<file path="src/logic/csc_pkg.sv">
// Constants, types and shared functions for the colour-space converter.
`default_nettype none
package csc_pkg;
    localparam int ADDR_W = 8;
    localparam logic [7:0] OFS_CODEC_BASE = 8'h00;
    localparam logic [7:0] OFS_Y2R_A = 8'h04;
    localparam logic [7:0] OFS_Y2R_B = 8'h08;
    localparam logic [7:0] OFS_R2Y_A = 8'h0C;
    localparam logic [7:0] OFS_R2Y_B = 8'h10;
    localparam logic [7:0] OFS_R2Y_C = 8'h14;
    localparam logic [7:0] OFS_CTRL = 8'h18;
    localparam logic [7:0] OFS_STATUS = 8'h1C;
    localparam logic [31:0] RST_CODEC_BASE = 32'h00000000;
    localparam logic [31:0] RST_Y2R_A = 32'h6832CC95;
    localparam logic [31:0] RST_Y2R_B = 32'h00007102;
    localparam logic [31:0] RST_R2Y_A = 32'h01324145;
    localparam logic [31:0] RST_R2Y_B = 32'h01245E38;
    localparam logic [31:0] RST_R2Y_C = 32'h01384A4B;
    localparam logic [31:0] RST_CTRL = 32'h00000000;
    localparam logic [31:0] MASK_Y2R_B = 32'h000071FF;
    localparam logic [31:0] MASK_R2Y = 32'h01FFFFFF;
    localparam logic [31:0] MASK_CTRL = 32'h00000001;
    localparam int CTRL_DIR_BIT = 0;
    localparam int COEF4_MSB = 8;
    localparam int YOFF_BIT = 12;
    localparam int CROFF_BIT = 13;
    localparam int CBOFF_BIT = 14;
    localparam int RGB_OFF_BIT = 24;
    localparam int Y2R_FRAC = 7;
    localparam int R2Y_FRAC = 9;
    localparam int SHIFT_128 = 2;
    localparam int SHIFT_256 = 1;
    localparam int SHIFT_512 = 0;
    localparam logic signed [23:0] OFF_16 = 24'sh000010;
    localparam logic signed [23:0] OFF_128 = 24'sh000080;
    localparam logic signed [23:0] PIX_MAX = 24'sh0000FF;
    localparam logic [31:0] ADDR_STEP = 32'h00000004;
    localparam int CNT_W = 16;

    typedef enum logic {DIR_Y2R, DIR_R2Y} dir_t;

    // Merges write data into a register under the byte strobes.
    function automatic logic [31:0] strb_merge(input logic [31:0] old, input logic [31:0] wd,
                                               input logic [3:0] strb, input logic [31:0] mask);
        logic [31:0] r;
        r = old;
        for (int i = 0; i < 4; i++)
        begin
            if (strb[i])
            begin
                r[i*8 +: 8] = wd[i*8 +: 8];
            end
        end
        return r & mask;
    endfunction

    // Signed sample times unsigned coefficient.
    function automatic logic signed [23:0] mul(input logic signed [23:0] a, input logic [10:0] c);
        return a * $signed({13'h0000, c});
    endfunction

    // Brings a byte coefficient to a common step of one 512th.
    function automatic logic [10:0] scl(input logic [7:0] c, input int sh);
        return 11'({3'h0, c} << sh);
    endfunction

    // Clamps a signed value to the 8-bit pixel range.
    function automatic logic [7:0] sat8(input logic signed [23:0] v);
        if (v < 0)
        begin
            return 8'h00;
        end
        else if (v > PIX_MAX)
        begin
            return 8'hFF;
        end
        return v[7:0];
    endfunction
endpackage
`default_nettype wire

</file>
<file path="src/logic/pixel_color_space_converter.sv">
// Colour-space converter datapath with its APB register file.
//
// What this block does
// - Software writes a codec buffer start address that seeds the codec output address in RGB-to-YCrCb direction only.
// - The four YCrCb-to-RGB byte coefficients count in steps of 1/128, from 0 to 1.9921875.
// - The fifth YCrCb-to-RGB coefficient is nine bits wide in steps of 1/128, up to 3.9921875.
// - A set luminance offset bit takes 128 off luminance, a clear one nothing.
// - A set red chrominance offset bit takes 16 off red chrominance, a clear one nothing.
// - A set blue chrominance offset bit takes 16 off blue chrominance, a clear one nothing.
// - The first RGB-to-YCrCb coefficient counts in steps of 1/256 in bits 7 to 0.
// - The second RGB-to-YCrCb coefficient counts in steps of 1/128 in bits 15 to 8.
// - The third RGB-to-YCrCb coefficient counts in steps of 1/512 in bits 23 to 16.
// - A set red component offset bit adds 16 to the luminance result.
// - The second RGB set holds coefficients of step 1/128, 1/256 and 1/512 from low to high.
// - A set green component offset bit adds 128 to the red chrominance result.
// - The third RGB set holds coefficients of step 1/512, 1/256 and 1/128 from low to high.
// - A set blue component offset bit adds 128 to the blue chrominance result.
//
// Design decisions made here: the placing of the registers and the APB slave port.
`timescale 1ns/1ps
`default_nettype none
module pixel_color_space_converter (
    input wire logic i_clk,
    input wire logic i_rst_n,
    input wire logic i_psel,
    input wire logic i_penable,
    input wire logic i_pwrite,
    input wire logic [csc_pkg::ADDR_W-1:0] i_paddr,
    input wire logic [31:0] i_pwdata,
    input wire logic [3:0] i_pstrb,
    output logic [31:0] o_prdata,
    output logic o_pready,
    output logic o_pslverr,
    input wire logic i_frame_start,
    input wire logic i_pix_valid,
    input wire logic [7:0] i_pix_0,
    input wire logic [7:0] i_pix_1,
    input wire logic [7:0] i_pix_2,
    output logic o_pix_valid,
    output logic [7:0] o_pix_0,
    output logic [7:0] o_pix_1,
    output logic [7:0] o_pix_2,
    output logic [31:0] o_codec_addr,
    output logic o_dir_r2y
);
    import csc_pkg::*;

    logic [31:0] codec_base_q, codec_base_d, y2r_a_q, y2r_a_d, y2r_b_q, y2r_b_d;
    logic [31:0] r2y_a_q, r2y_a_d, r2y_b_q, r2y_b_d, r2y_c_q, r2y_c_d, ctrl_q, ctrl_d;
    logic [31:0] prdata_q, prdata_d, rd_data;
    logic hit, wr;
    logic [CNT_W-1:0] count_q, count_d;
    logic [31:0] next_addr_q, next_addr_d, out_addr_q, out_addr_d, cur_addr;
    logic valid_q, valid_d;
    logic [7:0] pix0_q, pix0_d, pix1_q, pix1_d, pix2_q, pix2_d;
    dir_t dir;
    logic signed [23:0] ys, crs, cbs, rs, gs, bs;
    logic signed [23:0] r_sum, g_sum, b_sum, yy_sum, cr_sum, cb_sum;
    logic [7:0] res0, res1, res2;

    // Address decode and read mux.
    always_comb
    begin
        hit = 1'b1;
        rd_data = 32'h00000000;
        if (i_paddr == OFS_CODEC_BASE)
            rd_data = codec_base_q;
        else if (i_paddr == OFS_Y2R_A)
            rd_data = y2r_a_q;
        else if (i_paddr == OFS_Y2R_B)
            rd_data = y2r_b_q;
        else if (i_paddr == OFS_R2Y_A)
            rd_data = r2y_a_q;
        else if (i_paddr == OFS_R2Y_B)
            rd_data = r2y_b_q;
        else if (i_paddr == OFS_R2Y_C)
            rd_data = r2y_c_q;
        else if (i_paddr == OFS_CTRL)
            rd_data = ctrl_q;
        else if (i_paddr == OFS_STATUS)
            rd_data = {16'h0000, count_q};
        else
            hit = 1'b0;
    end

    assign wr = i_psel & i_penable & i_pwrite & hit;
    assign o_pready = i_psel & i_penable;
    assign o_pslverr = i_psel & i_penable & ~hit;
    assign o_prdata = prdata_q;

    // Register writes in the access cycle and read data capture in the setup cycle.
    always_comb
    begin
        prdata_d = (i_psel & ~i_penable & ~i_pwrite) ? rd_data : prdata_q;
        codec_base_d = (wr && i_paddr == OFS_CODEC_BASE) ?
            strb_merge(codec_base_q, i_pwdata, i_pstrb, 32'hFFFFFFFF) : codec_base_q;
        y2r_a_d = (wr && i_paddr == OFS_Y2R_A) ?
            strb_merge(y2r_a_q, i_pwdata, i_pstrb, 32'hFFFFFFFF) : y2r_a_q;
        y2r_b_d = (wr && i_paddr == OFS_Y2R_B) ?
            strb_merge(y2r_b_q, i_pwdata, i_pstrb, MASK_Y2R_B) : y2r_b_q;
        r2y_a_d = (wr && i_paddr == OFS_R2Y_A) ?
            strb_merge(r2y_a_q, i_pwdata, i_pstrb, MASK_R2Y) : r2y_a_q;
        r2y_b_d = (wr && i_paddr == OFS_R2Y_B) ?
            strb_merge(r2y_b_q, i_pwdata, i_pstrb, MASK_R2Y) : r2y_b_q;
        r2y_c_d = (wr && i_paddr == OFS_R2Y_C) ?
            strb_merge(r2y_c_q, i_pwdata, i_pstrb, MASK_R2Y) : r2y_c_q;
        ctrl_d = (wr && i_paddr == OFS_CTRL) ?
            strb_merge(ctrl_q, i_pwdata, i_pstrb, MASK_CTRL) : ctrl_q;
    end

    always_ff @(posedge i_clk or negedge i_rst_n)
    begin
        if (!i_rst_n)
        begin
            prdata_q <= 32'h00000000;
            codec_base_q <= RST_CODEC_BASE;
            y2r_a_q <= RST_Y2R_A;
            y2r_b_q <= RST_Y2R_B;
            r2y_a_q <= RST_R2Y_A;
            r2y_b_q <= RST_R2Y_B;
            r2y_c_q <= RST_R2Y_C;
            ctrl_q <= RST_CTRL;
        end
        else
        begin
            prdata_q <= prdata_d;
            codec_base_q <= codec_base_d;
            y2r_a_q <= y2r_a_d;
            y2r_b_q <= y2r_b_d;
            r2y_a_q <= r2y_a_d;
            r2y_b_q <= r2y_b_d;
            r2y_c_q <= r2y_c_d;
            ctrl_q <= ctrl_d;
        end
    end

    assign dir = ctrl_q[CTRL_DIR_BIT] ? DIR_R2Y : DIR_Y2R;
    assign o_dir_r2y = ctrl_q[CTRL_DIR_BIT];

    // Conversion arithmetic for both directions.
    always_comb
    begin
        ys = $signed({16'h0000, i_pix_0}) - (y2r_b_q[YOFF_BIT] ? OFF_128 : 24'sh000000);
        crs = $signed({16'h0000, i_pix_1}) - (y2r_b_q[CROFF_BIT] ? OFF_16 : 24'sh000000);
        cbs = $signed({16'h0000, i_pix_2}) - (y2r_b_q[CBOFF_BIT] ? OFF_16 : 24'sh000000);
        r_sum = mul(ys, scl(y2r_a_q[7:0], 0)) + mul(crs, scl(y2r_a_q[15:8], 0));
        g_sum = mul(ys, scl(y2r_a_q[7:0], 0)) - mul(crs, scl(y2r_a_q[23:16], 0))
              - mul(cbs, scl(y2r_a_q[31:24], 0));
        b_sum = mul(ys, scl(y2r_a_q[7:0], 0)) + mul(cbs, {2'b00, y2r_b_q[COEF4_MSB:0]});
        rs = $signed({16'h0000, i_pix_0});
        gs = $signed({16'h0000, i_pix_1});
        bs = $signed({16'h0000, i_pix_2});
        yy_sum = mul(rs, scl(r2y_a_q[7:0], SHIFT_256)) + mul(gs, scl(r2y_a_q[15:8], SHIFT_128))
               + mul(bs, scl(r2y_a_q[23:16], SHIFT_512));
        cr_sum = mul(rs, scl(r2y_b_q[7:0], SHIFT_128)) - mul(gs, scl(r2y_b_q[15:8], SHIFT_256))
               - mul(bs, scl(r2y_b_q[23:16], SHIFT_512));
        cb_sum = mul(bs, scl(r2y_c_q[23:16], SHIFT_128)) - mul(gs, scl(r2y_c_q[15:8], SHIFT_256))
               - mul(rs, scl(r2y_c_q[7:0], SHIFT_512));
        case (dir)
            DIR_Y2R:
            begin
                res0 = sat8(r_sum >>> Y2R_FRAC);
                res1 = sat8(g_sum >>> Y2R_FRAC);
                res2 = sat8(b_sum >>> Y2R_FRAC);
            end
            default:
            begin
                res0 = sat8((yy_sum >>> R2Y_FRAC)
                     + (r2y_a_q[RGB_OFF_BIT] ? OFF_16 : 24'sh000000));
                res1 = sat8((cr_sum >>> R2Y_FRAC)
                     + (r2y_b_q[RGB_OFF_BIT] ? OFF_128 : 24'sh000000));
                res2 = sat8((cb_sum >>> R2Y_FRAC)
                     + (r2y_c_q[RGB_OFF_BIT] ? OFF_128 : 24'sh000000));
            end
        endcase
    end

    // Output stage, pixel count and codec address.
    always_comb
    begin
        valid_d = i_pix_valid;
        pix0_d = i_pix_valid ? res0 : pix0_q;
        pix1_d = i_pix_valid ? res1 : pix1_q;
        pix2_d = i_pix_valid ? res2 : pix2_q;
        count_d = i_frame_start ? {CNT_W{1'b0}} : count_q;
        if (i_pix_valid)
            count_d = count_d + 16'h0001;
        cur_addr = i_frame_start ? codec_base_q : next_addr_q;
        next_addr_d = cur_addr;
        out_addr_d = out_addr_q;
        if (i_pix_valid && dir == DIR_R2Y)
        begin
            out_addr_d = cur_addr;
            next_addr_d = cur_addr + ADDR_STEP;
        end
    end

    always_ff @(posedge i_clk or negedge i_rst_n)
    begin
        if (!i_rst_n)
        begin
            valid_q <= 1'b0;
            pix0_q <= 8'h00;
            pix1_q <= 8'h00;
            pix2_q <= 8'h00;
            count_q <= {CNT_W{1'b0}};
            next_addr_q <= RST_CODEC_BASE;
            out_addr_q <= RST_CODEC_BASE;
        end
        else
        begin
            valid_q <= valid_d;
            pix0_q <= pix0_d;
            pix1_q <= pix1_d;
            pix2_q <= pix2_d;
            count_q <= count_d;
            next_addr_q <= next_addr_d;
            out_addr_q <= out_addr_d;
        end
    end

    assign o_pix_valid = valid_q;
    assign o_pix_0 = pix0_q;
    assign o_pix_1 = pix1_q;
    assign o_pix_2 = pix2_q;
    assign o_codec_addr = out_addr_q;

    logic y2r_in, r2y_in, no_y2r_off;
    assign y2r_in = i_pix_valid && dir == DIR_Y2R;
    assign r2y_in = i_pix_valid && dir == DIR_R2Y;
    assign no_y2r_off = !y2r_b_q[YOFF_BIT] && !y2r_b_q[CROFF_BIT] && !y2r_b_q[CBOFF_BIT];
endmodule // pixel_color_space_converter
`default_nettype wire

</file>
<file path="config.mk">
export PLATFORM = sky130hd
export DESIGN_NAME = pixel_color_space_converter
export DESIGN_NICKNAME = d
export VERILOG_FILES = /design/src/logic/csc_pkg.sv /design/src/logic/pixel_color_space_converter.sv
export SDC_FILE = /design/constraint.sdc
export NUM_CORES = 2
export LEC_CHECK = 0
export BUFFER_PORTS_ARGS = -buffer_cell sky130_fd_sc_hd__buf_2
export CORE_UTILIZATION = 50
export DETAILED_ROUTE_END_ITERATION = 16
export GPL_TIMING_DRIVEN = 0
export PLACE_DENSITY = 0.74
export SLEW_MARGIN = 20
export SYNTH_ARGS = -nofsm -noshare
export SYNTH_HDL_FRONTEND = slang
export SYNTH_SLANG_ARGS = --single-unit
</file>
<file path="constraint.sdc">
create_clock -name i_clk -period 10.94 [get_ports i_clk]
set_input_delay 2.188 -clock i_clk [delete_from_list [all_inputs] [get_ports i_clk]]
set_output_delay 2.188 -clock i_clk [all_outputs]
set_load 0.02 [all_outputs]
</file>
==> results by group <==
Run status
  – Status: complete, but fails checks
  – Failing checks: negative setup slack

Layout
  – Layout fillers: 8943
  – Area Overhead vs Synth: 9.51%
  – Final #Nets: 7098
  – Finished Cell Area: 0.0555 mm^2
  – Layout cells sized above 1: 0.105

Pwr
  – Switching power: 851 uW
  – Final Total Pwr: 2.78 mW
  – Sequential fraction of design power: 0.407
  – Max VDD drop: 0.000107 V
  – Int Pwr: 1.93 mW
  – Switch share: 0.306
  – Clock share of power: 0.437
  – Pwr dens: 50.2 mW/mm^2
  – Logic pwr share: 0.156
  – Leakage: 28.9 nW

Setup path
  – Largest stage delay on the critical path: 0.54 ns
  – Worst EP required: 11.36 ns
  – Slowest stage cell, crit path: fa_1
  – Worst Path Max Fanout: 8
  – CP Capture Type: flop
  – Startpoint types: input port
  – Setup CP Type: input port to flop
  – Reg2Reg Launch Point: y2r_a_q[0]
  – Worst path arrival time: 11.79 ns
  – Crit-path most repeated cell: fa_1
  – CP Buf/Inv Count: 13
  – Crit. Startpoint: i_pix_0[7]
  – Largest delay contributor family on the critical path: adder cells

Clocking
  – Root buf cell: clkbuf_16
  – Clk buf depth: 3
  – Worst skew pair latency: 0.58 ns
  – TritonCTS sink count: 289
  – Reg clk slew, reported paths: 0.06 ns
  – H-tree levels: 2
  – CTS tree: done
  – Num CTS Buffers: 34
  – Post-CTS Hold Buffers: 0

Timing
  – Final worst path period need: 11.36 ns
  – Max frequency: 88.0 MHz
  – Tcrit/Tclk final: 1.04
  – Slew headroom: 0.220
  – Clock Skew: 0.0285 ns
  – Final Hold Slack: 0.489 ns
  – Final worst slack: -0.424 ns
  – Fin. Hold Viols: 0
  – Final setup vio count: 8
  – Unrepaired setup endpoints after global routing: true
  – Max Slew Vio Count: 0
  – Worst-margin pin slew: 1.16 ns

Die
  – Die W: 320 um
  – Die Y: 320 um
  – # rows: 116
  – Initial Utilization: 0.505
  – Core Footprint: 0.100 mm^2
  – Die Footprint: 0.103 mm^2
  – I/O Pins: 167

Global routing
  – Vias in the first global route: 40200
  – First-pass GRT wire length: 232000 um
  – Antenna violations before repair: 20
  – Largest net degree at the start of global routing: 96
  – All-layer global routing usage: 0.298
  – GR Overflow Total: 0

Placement
  – Placed Area: 0.0535 mm^2
  – Post-DP HPWL: 126000 um
  – GP Congestion: 1.02
  – I/O Buffers: 159
  – Dpl ws: -2.29 ns

Route
  – Antenna violation net count after detailed routing: 0
  – Drt first pass iters: 8
  – Via/cell ratio: 5.61
  – WL/cell: 21.4 um
  – DR iter-0 viols: 3091
  – Remaining DRCs: 0
  – Final WL: 151000 um
  – DR vias: 39600

Logic synthesis
  – Synth Net Count: 6870
  – Synth warn: 0
  – Synth Cell Area: 0.0507 mm^2
  – Avg Inst Size Synth: 9.31 um^2
  – Library cells used by synthesis: 87
  – Main synth FF type: dfrtp_1
  – Sequential share of the synthesized area: 0.144
  – Ys async rst share: 1.00
  – Cells after Synth: 5448
  – Post-synth EDFFs: 0
  – FF+latch count, synth: 289

Min path
  – Min-Delay Path Class: flop to flop
  – Start point of the worst hold path: o_codec_addr[18]

Job
  – Max-cap violations: 0
-- power groups by stage --
| stage | Clock, mW | Combinational [mW] | Sequential (mW) |
|---|---|---|---|
| after global routing | 1.26 | 0.455 | 1.13 |
| after CTS | 1.22 | 0.422 | 1.13 |
| final | 1.22 | 0.434 | 1.13 |
| after global placement | 0 | 0.395 | 1.15 |
| after detailed placement | 0 | 0.407 | 1.15 |
| after floorplan | 0 | 0.168 | 1.17 |
-- repair_timing --
| action | CTS | global route |
|---|---|---|
| resized for setup | 109 | 39 |
| gates cloned | 0 | 0 |
| setup endpoints to repair | 20 | 24 |
| endpoints found under the hold margin | 0 | 0 |
| buffers inserted | 20 | 10 |
| pin swaps | 32 | 28 |
-- logic make-up (layout without fill, tap and decap cells) --
group                      Yosys count  after routing  synth area share
AOI/OAI and AO/OA                  635            635            0.0854
xor gates and xnor gates           239            239            0.0413
adders and majority gates         1348           1348             0.442
buffers and inverters             1247           1500            0.0927
DFF                                289            289             0.144
muxes                              191            191            0.0416
other                                0              5                 0
and+or+nand+nor                   1499           1499             0.153
-- metal layers --
layer	wire, um	vias up	share of wire	global-route usage
met3	14600	397	0.096	0.0699
li1	-	17700	-	-
met5	107	-	0.00071	0
met2	67300	1685	0.45	0.463
met4	11400	16	0.076	0.188
met1	57600	19800	0.38	0.375
-- cells in the mapped netlist, types with 13 or more instances --
library cell	number	area, um^2
dfstp_2	50	1310
mux2i_1	32	320
nor2b_1	80	500
o221ai_1	13	114
and2_1	540	3380
a21oi_1	154	771
and3_1	29	181
nor2_1	158	593
a21o_1	47	353
o21ai_0	101	505
clkbuf_1	217	815
a31oi_1	33	206
ha_1	609	7620
buf_1	17	63.8
nor3_1	51	255
xnor2_1	146	1280
o22ai_1	14	87.6
fa_1	738	14800
nor4_1	13	81.3
nand2_1	469	1760
a22o_1	28	245
a22oi_1	36	270
nand4_1	16	100
o21bai_1	38	285
dfrtp_1	239	5980
nand3_1	29	145
or3_1	21	131
inv_1	1003	3760
mux2_2	159	1790
o21a_1	30	225
xor2_1	93	815
nand2b_1	55	344
o211ai_1	22	165
-- final timing paths --
kind | endpoint | cells past startpoint | slack (ns)
setup reg to reg | o_pix_1[7] | 43 | 0.38
hold reg to reg | o_codec_addr[18] | 2 | 0.49
max in group asynchronous | r2y_c_q[20] | 4 | 7.78
hold / removal | o_codec_addr[18] | 2 | 0.49
setup / recovery | o_pix_1[7] | 38 | -0.42
min in group asynchronous | o_codec_addr[24] | 1 | 1.49
-- final cells by class --
cell class              count  area [um^2]  area share
plain buffers             242         1150      0.0207
diodes                      5         12.5    0.000225
flip-flops and latches    289         7290       0.131
multi-input cells        3912        39200       0.707
repair buffers            193         1180      0.0213
clock buffers              45          963      0.0174
clock inverters            16          193     0.00347
inverters                1004         3780      0.0680
well taps                1357         1700      0.0306
-- through the flow --
step / utilization / TNS, ns / cells
CTS: 0.551 / -3.33 / 7048
floorplan: - / -1.24 / 5448
global route: 0.553 / -5.85 / 7060
detailed placement: 0.533 / -30.30 / 6969
global placement: 0.532 / -35.96 / 6964
finish: 0.554 / -3.31 / 7063
-- registers in the layout, summed over array words and instances, names as in the netlist --
signal        count
o_pix_1           8
o_codec_addr     32
y2r_a_q          32
o_pix_0           8
o_pix_valid       1
r2y_a_q          25
y2r_b_q          12
ctrl_q            1
r2y_c_q          25
o_pix_2           8
next_addr_q      32
r2y_b_q          25
o_prdata         32
count_q          16
codec_base_q     32
-- worst register-to-register path, delay by kind of cell, from the launching register on --
kind                     cells  cell delay [ns]
AO/OA/AOI/OAI               14             2.39
flip-flops                   1             0.54
XOR/XNOR                     1             0.36
buffers and inverters       11             1.29
adder cells (fa/ha/maj)     12             5.16
AND/OR/NAND/NOR              5             0.70
-- placed cells by master, fill, tap and decap left out, drive strengths merged, types with 28 or more instances in the layout --
cell and count:
a21o 47, a21oi 155, a22o 28, a22oi 36, a31oi 33, and2 543
and3 29, buf 222, clkbuf 258, dfrtp 239, dfstp 50, fa 738
ha 609, inv 1006, mux2 159, mux2i 32, nand2 470, nand2b 55
nand3 29, nor2 158, nor2b 80, nor3 52, o21a 30, o21ai 104
o21bai 38, xnor2 146, xor2 93
Power figures use the tool's default switching activity.
